`src/rtl/ctu_regs.svh`:
```
`ifndef CTU_REGS_SVH
`define CTU_REGS_SVH
// table geometry
`define CTU_ENTRIES        16
`define CTU_IDX_W          4
`define CTU_SEGS           2
`define CTU_ADDR_W         5
// register byte offsets
`define CTU_OFF_OPCODE     8'h00
`define CTU_OFF_KEY        8'h04
`define CTU_OFF_MASK       8'h08
`define CTU_OFF_SEGSEL     8'h0C
`define CTU_OFF_KEY_B      8'h10
`define CTU_OFF_MASK_B     8'h14
`define CTU_OFF_SEGCTL     8'h18
`define CTU_OFF_DIRECT     8'h1C
`define CTU_OFF_MATCH      8'h20
`define CTU_OFF_FREE       8'h24
`define CTU_OFF_MSTAT      8'h28
`define CTU_OFF_FSTAT      8'h2C
`define CTU_OFF_MODE       8'h30
`define CTU_OFF_SEGSEL_B   8'h34
// host_segment_ctl_reg fields
`define CTU_SEGCTL_AUTOSW  0
`define CTU_SEGCTL_MARK    1
`define CTU_SEGCTL_STSEG   4
// opcodes
`define CTU_OP_LOOKUP      8'h60
`define CTU_OP_LOOKUP_B    8'h76
`define CTU_OP_INV_ALL     8'h61
`define CTU_OP_DROP_UNUSED 8'h62
`define CTU_OP_DROP_USED   8'h63
`define CTU_OP_DROP_MATCH  8'h64
`define CTU_OP_DROP_DIRECT 8'h65
`define CTU_OP_CLR_USAGE   8'h66
`define CTU_OP_DROP_UN_M   8'h74
`define CTU_OP_DROP_US_M   8'h73
`define CTU_OP_CLR_USE_M   8'h75
`define CTU_OP_NEXT_MATCH  8'h67
`define CTU_OP_MATCH_RET   8'h68
`define CTU_OP_NEXT_FREE   8'h69
`define CTU_OP_FREE_CONF   8'h6B
`define CTU_OP_ADD         8'h6C
`define CTU_OP_ADD_ADV     8'h6E
`define CTU_OP_RESTORE     8'h6D
`define CTU_OP_STAMP       8'h70
`define CTU_OP_STAMP_B     8'h77
`endif

```
`src/rtl/ctu_pkg.sv`:
```
`default_nettype none
package ctu_pkg;
   // apb request as driven by the master
   typedef struct packed {
      logic        psel;
      logic        penable;
      logic        pwrite;
      logic [7:0]  paddr;
      logic [31:0] pwdata;
   } ctu_apb_req_type;

   // port mode of the device
   typedef enum logic {
      CTU_MODE_CPU,
      CTU_MODE_IOP
   } ctu_mode_type;

   // result of a priority scan
   typedef struct packed {
      logic       found;
      logic [3:0] idx;
   } ctu_scan_type;
endpackage
`default_nettype wire

```
`src/rtl/ctu_cam_cmd.sv`:
```
// Behaviour
// - opcodes 60H and 76H search using preloaded key, segment and mask
// - 61H sets every empty bit and clears every usage bit
// - 62H empties entries with usage clear, then clears all usage bits
// - 63H empties entries with usage set, then clears all usage bits
// - 64H, when match status shows a match, empties entry at match pointer and clears its usage bit
// - 65H empties entry at direct pointer and clears its usage bit
// - 66H clears all usage bits, nothing else
// - 74H/73H empty matched entries with usage clear/set, then clear usage
// - 75H clears usage bits of matched entries only
// - 67H steps match pointer to next hit, updates status and pins
// - 68H returns match pointer, status and pins to post-search state
// - 69H steps free pointer to next empty, updates status and full pin
// - free confirm rescans for first empty, updates status and full pin
// - 6CH writes last key into entry at free pointer, making it valid, unless the free status bit is set
// - 6EH appends then advances free pointer like next free
// - 6DH clears empty bit of entry at direct pointer
// - 70H stamps key into segment at direct pointer, masked bits kept
// - 77H stamps second key with second mask, masked bits kept
// - writing the opcode register starts the command
// - with internal arbitration and auto switch set, append enters combined mode
`timescale 1ns/10ps
`default_nettype none
`include "ctu_regs.svh"

module ctu_cam_cmd (
   input  wire logic                     i_clk_sys,
   input  wire logic                     i_arst_n,
   input  wire ctu_pkg::ctu_apb_req_type i_apb,
   input  wire logic                     i_int_arb,
   output logic [31:0]                   o_prdata,
   output logic                          o_pready,
   output logic                          o_pslverr,
   output logic                          o_single_match_n,
   output logic                          o_multiple_match_n,
   output logic                          o_table_full_n,
   output logic                          o_iop_mode
);

   localparam int NE = `CTU_ENTRIES;

   logic [31:0]               tbl_ff [NE][`CTU_SEGS];
   logic [NE-1:0]             empty_ff;
   logic [NE-1:0]             usage_ff;
   logic [NE-1:0]             hit_ff;
   logic [31:0]               key_ff;
   logic [31:0]               mask_ff;
   logic [31:0]               key_b_ff;
   logic [31:0]               mask_b_ff;
   logic                      segsel_ff;
   logic                      segsel_b_ff;
   logic [7:0]                segctl_ff;
   logic [`CTU_ADDR_W-1:0]    direct_ff;
   logic [31:0]               last_key_ff;
   logic                      last_seg_ff;
   logic [`CTU_IDX_W-1:0]     match_ff;
   logic [1:0]                mstat_ff;
   logic [`CTU_IDX_W-1:0]     free_ff;
   logic                      fstat_ff;
   ctu_pkg::ctu_mode_type     mode_ff;
   logic [31:0]               prdata_ff;

   // lowest set bit at or above start; start past the top finds nothing
   function automatic ctu_pkg::ctu_scan_type scan_from(input logic [NE-1:0] vec,
                                                       input logic [4:0] start);
      ctu_pkg::ctu_scan_type r;
      r = '0;
      for (int i = NE - 1; i >= 0; i--) begin
         if (vec[i] && (5'(i) >= start)) begin
            r.found = 1'b1;
            r.idx   = 4'(i);
         end
      end
      return r;
   endfunction

   // masked bits of the old word survive the stamp
   function automatic logic [31:0] merge(input logic [31:0] old_w,
                                         input logic [31:0] new_w,
                                         input logic [31:0] msk);
      return (old_w & msk) | (new_w & ~msk);
   endfunction

   // bus decode: writes take effect on the access edge only
   logic wr_go;
   logic rd_setup;
   logic cmd_go;
   logic addr_ok;
   logic [7:0] op;
   assign wr_go    = i_apb.psel & i_apb.penable & i_apb.pwrite;
   assign rd_setup = i_apb.psel & ~i_apb.penable & ~i_apb.pwrite;
   assign cmd_go   = wr_go && (i_apb.paddr == `CTU_OFF_OPCODE);
   assign op       = i_apb.pwdata[7:0];

   always_comb begin
      case (i_apb.paddr)
         `CTU_OFF_OPCODE, `CTU_OFF_KEY, `CTU_OFF_MASK, `CTU_OFF_SEGSEL,
         `CTU_OFF_KEY_B, `CTU_OFF_MASK_B, `CTU_OFF_SEGCTL, `CTU_OFF_DIRECT,
         `CTU_OFF_MATCH, `CTU_OFF_FREE, `CTU_OFF_MSTAT, `CTU_OFF_FSTAT,
         `CTU_OFF_MODE, `CTU_OFF_SEGSEL_B: addr_ok = 1'b1;
         default: addr_ok = 1'b0;
      endcase
   end

   // zero wait state slave; read data was captured in the setup cycle
   assign o_pready  = i_apb.psel & i_apb.penable;
   assign o_pslverr = o_pready & ~addr_ok;
   assign o_prdata  = prdata_ff;

   // command strobes
   logic is_lookup;
   logic is_lookup_b;
   logic is_add;
   logic is_add_adv;
   assign is_lookup   = cmd_go && (op == `CTU_OP_LOOKUP);
   assign is_lookup_b = cmd_go && (op == `CTU_OP_LOOKUP_B);
   assign is_add      = cmd_go && (op == `CTU_OP_ADD);
   assign is_add_adv  = cmd_go && (op == `CTU_OP_ADD_ADV);

   // search compare against the host settings loaded beforehand
   logic [NE-1:0] cmp_vec;
   always_comb begin
      cmp_vec = '0;
      for (int i = 0; i < NE; i++) begin
         cmp_vec[i] = ~empty_ff[i] &&
                      (((tbl_ff[i][segsel_ff] ^ key_ff) & ~mask_ff) == 32'h0000_0000);
      end
   end

   logic [`CTU_IDX_W-1:0] direct_idx;
   assign direct_idx = direct_ff[`CTU_ADDR_W-1:1];

   // host registers and the last key used by a search
   always_ff @(posedge i_clk_sys or negedge i_arst_n) begin
      if (!i_arst_n) begin
         key_ff      <= 32'h0000_0000;
         mask_ff     <= 32'h0000_0000;
         key_b_ff    <= 32'h0000_0000;
         mask_b_ff   <= 32'h0000_0000;
         segsel_ff   <= 1'b0;
         segsel_b_ff <= 1'b0;
         segctl_ff   <= 8'h00;
         direct_ff   <= '0;
         last_key_ff <= 32'h0000_0000;
         last_seg_ff <= 1'b0;
      end else begin
         if (wr_go) begin
            case (i_apb.paddr)
               `CTU_OFF_KEY:      key_ff      <= i_apb.pwdata;
               `CTU_OFF_MASK:     mask_ff     <= i_apb.pwdata;
               `CTU_OFF_KEY_B:    key_b_ff    <= i_apb.pwdata;
               `CTU_OFF_MASK_B:   mask_b_ff   <= i_apb.pwdata;
               `CTU_OFF_SEGSEL:   segsel_ff   <= i_apb.pwdata[0];
               `CTU_OFF_SEGSEL_B: segsel_b_ff <= i_apb.pwdata[0];
               `CTU_OFF_SEGCTL:   segctl_ff   <= i_apb.pwdata[7:0];
               `CTU_OFF_DIRECT:   direct_ff   <= i_apb.pwdata[`CTU_ADDR_W-1:0];
               default: ;
            endcase
         end
         if (is_lookup || is_lookup_b) begin
            last_key_ff <= key_ff;
            last_seg_ff <= segsel_ff;
         end
      end
   end

   // table contents: append and segment stamps
   always_ff @(posedge i_clk_sys) begin
      if ((is_add || is_add_adv) && !fstat_ff) begin
         tbl_ff[free_ff][last_seg_ff] <= last_key_ff;
      end
      if (cmd_go && (op == `CTU_OP_STAMP)) begin
         tbl_ff[direct_idx][segctl_ff[`CTU_SEGCTL_STSEG]] <=
            merge(tbl_ff[direct_idx][segctl_ff[`CTU_SEGCTL_STSEG]], key_ff, mask_ff);
      end
      if (cmd_go && (op == `CTU_OP_STAMP_B)) begin
         tbl_ff[direct_idx][segsel_b_ff] <=
            merge(tbl_ff[direct_idx][segsel_b_ff], key_b_ff, mask_b_ff);
      end
   end

   // match flags hold the result of the most recent search
   always_ff @(posedge i_clk_sys or negedge i_arst_n) begin
      if (!i_arst_n) begin
         hit_ff <= '0;
      end else if (is_lookup || is_lookup_b) begin
         hit_ff <= cmp_vec;
      end
   end

   // empty bits; reset leaves the whole table empty
   always_ff @(posedge i_clk_sys or negedge i_arst_n) begin
      if (!i_arst_n) begin
         empty_ff <= '1;
      end else if (cmd_go) begin
         case (op)
            `CTU_OP_INV_ALL:     empty_ff <= '1;
            `CTU_OP_DROP_UNUSED: empty_ff <= empty_ff | ~usage_ff;
            `CTU_OP_DROP_USED:   empty_ff <= empty_ff | usage_ff;
            `CTU_OP_DROP_UN_M:   empty_ff <= empty_ff | (hit_ff & ~usage_ff);
            `CTU_OP_DROP_US_M:   empty_ff <= empty_ff | (hit_ff & usage_ff);
            `CTU_OP_DROP_MATCH: begin
               if (mstat_ff[0]) begin
                  empty_ff[match_ff] <= 1'b1;
               end
            end
            `CTU_OP_DROP_DIRECT: empty_ff[direct_idx] <= 1'b1;
            `CTU_OP_RESTORE:     empty_ff[direct_idx] <= 1'b0;
            `CTU_OP_ADD, `CTU_OP_ADD_ADV: begin
               if (!fstat_ff) begin
                  empty_ff[free_ff] <= 1'b0;
               end
            end
            default: ;
         endcase
      end
   end

   // usage bits; a search may mark its hits when the mark bit is set
   always_ff @(posedge i_clk_sys or negedge i_arst_n) begin
      if (!i_arst_n) begin
         usage_ff <= '0;
      end else if (cmd_go) begin
         case (op)
            `CTU_OP_INV_ALL, `CTU_OP_DROP_UNUSED, `CTU_OP_DROP_USED,
            `CTU_OP_DROP_UN_M, `CTU_OP_DROP_US_M,
            `CTU_OP_CLR_USAGE: usage_ff <= '0;
            `CTU_OP_CLR_USE_M: usage_ff <= usage_ff & ~hit_ff;
            `CTU_OP_DROP_MATCH: begin
               if (mstat_ff[0]) begin
                  usage_ff[match_ff] <= 1'b0;
               end
            end
            `CTU_OP_DROP_DIRECT: usage_ff[direct_idx] <= 1'b0;
            `CTU_OP_LOOKUP, `CTU_OP_LOOKUP_B: begin
               if (segctl_ff[`CTU_SEGCTL_MARK]) begin
                  usage_ff <= usage_ff | cmp_vec;
               end
            end
            default: ;
         endcase
      end
   end

   // match pointer walk; purges leave it and the match flags stale until the next search
   ctu_pkg::ctu_scan_type m_first;
   ctu_pkg::ctu_scan_type m_second;
   ctu_pkg::ctu_scan_type m_next;
   ctu_pkg::ctu_scan_type m_after;
   ctu_pkg::ctu_scan_type r_first;
   ctu_pkg::ctu_scan_type r_second;
   assign m_first  = scan_from(cmp_vec, 5'h00);
   assign m_second = scan_from(cmp_vec, {1'b0, m_first.idx} + 5'h01);
   assign m_next   = scan_from(hit_ff, {1'b0, match_ff} + 5'h01);
   assign m_after  = scan_from(hit_ff, {1'b0, m_next.idx} + 5'h01);
   assign r_first  = scan_from(hit_ff, 5'h00);
   assign r_second = scan_from(hit_ff, {1'b0, r_first.idx} + 5'h01);

   always_ff @(posedge i_clk_sys or negedge i_arst_n) begin
      if (!i_arst_n) begin
         match_ff <= '0;
         mstat_ff <= 2'h0;
      end else if (is_lookup || is_lookup_b) begin
         match_ff <= m_first.idx;
         mstat_ff <= {m_first.found & m_second.found, m_first.found};
      end else if (cmd_go && (op == `CTU_OP_NEXT_MATCH)) begin
         if (m_next.found) begin
            match_ff <= m_next.idx;
         end
         mstat_ff <= {m_next.found & m_after.found, m_next.found};
      end else if (cmd_go && (op == `CTU_OP_MATCH_RET)) begin
         match_ff <= r_first.idx;
         mstat_ff <= {r_first.found & r_second.found, r_first.found};
      end
   end

   // free pointer; status bit set means the last scan found no empty entry at or above its start
   ctu_pkg::ctu_scan_type f_next;
   ctu_pkg::ctu_scan_type f_first;
   assign f_next  = scan_from(empty_ff, {1'b0, free_ff} + 5'h01);
   assign f_first = scan_from(empty_ff, 5'h00);

   always_ff @(posedge i_clk_sys or negedge i_arst_n) begin
      if (!i_arst_n) begin
         free_ff  <= '0;
         fstat_ff <= 1'b0;
      end else if (cmd_go && ((op == `CTU_OP_NEXT_FREE) || (op == `CTU_OP_ADD_ADV))) begin
         if (f_next.found) begin
            free_ff <= f_next.idx;
         end
         fstat_ff <= ~f_next.found;
      end else if (cmd_go && (op == `CTU_OP_FREE_CONF)) begin
         free_ff  <= f_first.idx;
         fstat_ff <= ~f_first.found;
      end
   end

   // mode: software writes the mode register to return to cpu mode
   always_ff @(posedge i_clk_sys or negedge i_arst_n) begin
      if (!i_arst_n) begin
         mode_ff <= ctu_pkg::CTU_MODE_CPU;
      end else if ((is_add || is_add_adv) && i_int_arb && segctl_ff[`CTU_SEGCTL_AUTOSW]) begin
         mode_ff <= ctu_pkg::CTU_MODE_IOP;
      end else if (wr_go && (i_apb.paddr == `CTU_OFF_MODE)) begin
         mode_ff <= i_apb.pwdata[0] ? ctu_pkg::CTU_MODE_IOP : ctu_pkg::CTU_MODE_CPU;
      end
   end

   // read data is latched in setup so the access phase sees a flop
   always_ff @(posedge i_clk_sys or negedge i_arst_n) begin
      if (!i_arst_n) begin
         prdata_ff <= 32'h0000_0000;
      end else if (rd_setup) begin
         case (i_apb.paddr)
            `CTU_OFF_KEY:      prdata_ff <= key_ff;
            `CTU_OFF_MASK:     prdata_ff <= mask_ff;
            `CTU_OFF_KEY_B:    prdata_ff <= key_b_ff;
            `CTU_OFF_MASK_B:   prdata_ff <= mask_b_ff;
            `CTU_OFF_SEGSEL:   prdata_ff <= {31'h0000_0000, segsel_ff};
            `CTU_OFF_SEGSEL_B: prdata_ff <= {31'h0000_0000, segsel_b_ff};
            `CTU_OFF_SEGCTL:   prdata_ff <= {24'h00_0000, segctl_ff};
            `CTU_OFF_DIRECT:   prdata_ff <= {27'h000_0000, direct_ff};
            `CTU_OFF_MATCH:    prdata_ff <= {27'h000_0000, match_ff, 1'b0};
            `CTU_OFF_FREE:     prdata_ff <= {27'h000_0000, free_ff, 1'b0};
            `CTU_OFF_MSTAT:    prdata_ff <= {30'h0000_0000, mstat_ff};
            `CTU_OFF_FSTAT:    prdata_ff <= {31'h0000_0000, fstat_ff};
            `CTU_OFF_MODE:     prdata_ff <= {31'h0000_0000, mode_ff == ctu_pkg::CTU_MODE_IOP};
            default:           prdata_ff <= 32'h0000_0000;
         endcase
      end
   end

   // status pins are active low and follow the status flops
   assign o_single_match_n   = ~mstat_ff[0];
   assign o_multiple_match_n = ~mstat_ff[1];
   assign o_table_full_n     = ~fstat_ff;
   assign o_iop_mode         = (mode_ff == ctu_pkg::CTU_MODE_IOP);

endmodule
`default_nettype wire

```
`config.mk`:
```
export PLATFORM = sky130hd
export DESIGN_NAME = ctu_cam_cmd
export DESIGN_NICKNAME = d
export VERILOG_FILES = /design/src/rtl/ctu_pkg.sv /design/src/rtl/ctu_cam_cmd.sv
export VERILOG_INCLUDE_DIRS = /design/src /design/src/rtl
export SDC_FILE = /design/constraint.sdc
export NUM_CORES = 2
export LEC_CHECK = 0
export BUFFER_PORTS_ARGS = -buffer_cell sky130_fd_sc_hd__buf_2
export CORE_ASPECT_RATIO = 0.75
export CORE_MARGIN = 2
export CORE_UTILIZATION = 45
export CTS_CLUSTER_SIZE = 20
export DETAILED_ROUTE_END_ITERATION = 12
export GPL_TIMING_DRIVEN = 0
export PLACE_DENSITY = 0.61
export SLEW_MARGIN = 10
export SYNTH_ARGS = -nofsm -noshare
export SYNTH_HDL_FRONTEND = slang
export SYNTH_SLANG_ARGS = --single-unit
```
`constraint.sdc`:
```
create_clock -name i_clk_sys -period 6.22 [get_ports i_clk_sys]
set_clock_uncertainty 0.15 [all_clocks]
set_input_delay 0.311 -clock i_clk_sys [delete_from_list [all_inputs] [get_ports i_clk_sys]]
set_output_delay 0.311 -clock i_clk_sys [all_outputs]
set_load 0.05 [all_outputs]
```
==> summary.txt <==
Switching fraction of total power: 0.264
Fin util: 0.558
Slew Limit Fails: 0
Multi-input gate area: 32500 sq um
Mapped Cells: 5253
Arr. time, crit path: 7150 ps
Gr busiest metal: met1
Dpl cell area: 75600 sq um
Status: finished, violations left
Remaining DRCs: 0
Crit share post-route: 1.06
Pint: 14.9 mW
Min cycle time layout: 6600 ps
GRT met1 Usage: 0.679
Initial antenna violation count: 34
CTS max path bufs: 3
Core Rows: 124
GRT Total Usage: 0.540
Met2 Use GR: 0.663
Register area: 37500 sq um
FILL cells: 12.6k
Syn Area/Cell: 13.2 sq um
Hold path cells: 6
Worst-Skew Late Latency: 840 ps
Final Routed Wirelength: 435000 um
Post-route ant nets: 0
Violated checks: max-capacitance violations, negative setup slack
Slew @ Worst Pin: 1500 ps
Critical hold path startpoint: i_apb[1]
Initial Util: 0.454
CP endpoint kind: flop
CTS tree: done
WL per Instance: 54.8 um
Die area: 158000 sq um
Max cap viols: 2
Worst Setup Start Kind: flop
Peak VDD IR: 0.314 mV
Worst R2R Start: segsel_ff
Primary FF master, synth: edfxtp_1
Max Fclk: 152 MHz
Hold Crit Class: input port to flop
Yosys warning count: 0
Post-Syn Nets: 5321
Worst-path clk slew: 70 ps
Die Y: 344 um
Worst setup margin: -377 ps
Post-synth ARST share: 0.207
Sw Pwr: 5.36 mW
Via count: 60.8k
Clock root buffer: clkbuf_16
FF-to-FF path depth: 24
Pin count of the biggest net entering global routing: 87
Vias in the first global route: 53.8k
Via density: 7.66
EDFF count, synth: 1024
Clk pwr share: 0.446
Htree depth: 4
Required time of the critical path: 6780 ps
# setup viols final: 44
Design area: 85400 sq um
Total power: 20.3 mW
Final GP Congestion: 1.11
Yosys top cell area share: 0.442
Grt ovf: 0
Final hold slack: 64.4 ps
Sequential share of power: 0.459
Post-synthesis sequential area ratio: 0.539
Die X-Extent: 458 um
Ratio of cells with drive above 1 in the final layout: 0.276
CP Class: flop to flop
DP Wirelength: 321000 um
Lkg Pwr: 30.8 nW
Synthesized cell area: 69500 sq um
# IOs: 84
Yosys reg bits: 1292
Final nets: 5863
Post-Place Cells: 7471
Synth top area cells: edfxtp_1 (44%), mux4_2 (10%), mux2i_1 (9.2%)
RR Endpoint: mstat_ff[1]
CP Max Fanout: 10
Yosys top cell by area: edfxtp_1
GR Layer Usage met3: 0.373
Cts bufs inserted: 141
Slew margin rel.: 0.00144
RSZ-0062 raised after global routing: true
First-pass DRT Iterations: 10
Clock sink total: 1292
P per Cell Area: 237 nW/um^2
Hold worst-path end: empty_ff[0]
Synth-to-layout area growth: 22.9%
Hold Vio Cnt, Final: 0
IO buf count: 80
Core area: 153000 sq um
Comb pwr share: 0.095
Fin cells: 7948
Count of cell types in the netlist: 86
DRT iter0 DRCs: 13.4k
Global-route wire length before repair: 546000 um
R2R Setup Slk: -380 ps
worst max-delay path: stages, from the launching register on:
cell and delay, ps:
dfrtp_2 530, clkbuf_16 250, buf_12 290, buf_12 300
buf_8 340, mux2i_1 400, xor2_1 490, o22ai_1 170
nor4_1 350, nand2_2 250, nor3_4 150, buf_4 200
buf_4 170, o21bai_1 80, o21ai_2 170, a31oi_4 170
ha_4 280, buf_8 140, o211ai_1 90, a21oi_1 100
a311oi_1 310, o2111ai_2 200, or4_4 570, o31ai_4 220
nand2_1 80
sequential cells by signal, summed over array words and instances (netlist names), 5 cells and up:
register     count
o_prdata        32
segctl_ff        8
empty_ff        16
tbl_ff        1024
hit_ff          16
usage_ff        16
key_ff          32
last_key_ff     32
mask_b_ff       32
direct_ff        5
mask_ff         32
key_b_ff        32
power by group through the flow:
stage	combinational (mW)	clock [mW]	sequential [mW]
floorplan	0.599	0	9.58
global placement	1.42	0	9.49
detailed placement	1.44	0	9.49
CTS	1.68	8.90	9.31
global route	1.89	9.23	9.31
finish	1.92	9.04	9.32
synthesized netlist by cell type, types with 9 or more instances:
cell	instances
o31ai_1	10
nor2_1	290
o2111ai_1	13
mux2_2	133
edfxtp_1	1024
o21a_1	10
o21ai_0	136
nor4_1	56
xor2_1	484
mux4_2	320
o221ai_1	15
and3_1	9
clkbuf_1	255
a22oi_1	15
nand3_1	67
buf_2	45
o22ai_1	215
nand2_1	297
nand2b_1	14
buf_6	36
a21oi_1	333
and2_1	16
dfstp_2	16
nor2b_1	17
o211ai_1	47
inv_1	49
nand4_1	18
buf_1	62
mux2i_1	636
dfrtp_1	252
a31oi_1	46
a222oi_1	31
or3_1	17
buf_4	19
nor3_1	93
ha_1	22
kinds of logic after synthesis:
group | Yosys count | share of synthesized area
AO/OA/AOI/OAI | 956 | 0.0850
AND/OR/NAND/NOR | 936 | 0.0621
multiplexers | 1089 | 0.217
flip-flops | 1292 | 0.539
XOR/XNOR | 489 | 0.0617
buffers and inverters | 469 | 0.0314
adder cells (fa/ha/maj) | 22 | 0.00396
cell usage in the layout (no fill, tap or decap), drive strengths merged, types with 56 or more instances in the layout:
cell and n:
a21oi 333, buf 518, clkbuf 449, dfrtp 252, edfxtp 1024, inv 56
mux2 133, mux2i 636, mux4 320, nand2 297, nand3 67, nor2 291
nor3 97, nor4 61, o21ai 138, o22ai 215, xor2 484
per-stage QoR:
step	setup TNS (ps)	worst slack, ps
final	-7030	-377
after global routing	-164	-164
after CTS	-8.29	-8.29
after detailed placement	-2670	-2120
after global placement	-5014760	-4910
after floorplan	0	1390
final cells by class:
| cell class | count | area share |
|---|---|---|
| Antenna cell | 21 | 0.000615 |
| Buffer | 417 | 0.0341 |
| Clock buffer | 195 | 0.0469 |
| Clock inverter | 64 | 0.00894 |
| Inverter | 50 | 0.00220 |
| Multi-Input combinational cell | 3492 | 0.381 |
| Sequential cell | 1292 | 0.439 |
| Tap cell | 2016 | 0.0295 |
| Timing Repair Buffer | 401 | 0.0579 |
per-layer routing:
metal	wire length (um)	vias up
li1	-	21393
met1	154000	30993
met2	157000	6899
met3	90500	1520
met4	32500	44
met5	1140	-
worst max-delay path by stage:
stage / cells after the start / end / startpoint / slack (ps)
3_5_place_dp: 23 / mstat_ff[1] / segsel_ff / -2120
6_report: 24 / mstat_ff[1] / segsel_ff / -380
4_1_cts: 25 / mstat_ff[1] / segsel_ff / -8
2_1_floorplan: 25 / mstat_ff[1] / segsel_ff / 1390
3_3_place_gp: 7 / tbl_ff[14][22] / direct_ff[2] / -4910
5_1_grt: 25 / mstat_ff[1] / segsel_ff / -160
timing repair:
action                     4_1_cts  5_1_grt
buffers inserted                79       69
cloned                           1        3
hold buffers                    44        0
gates resized for setup        377      152
pin swaps                       41       53
hold endpoints to repair       302        0
setup endpoints to repair        5        1
(Power assumes the default switching activity.)
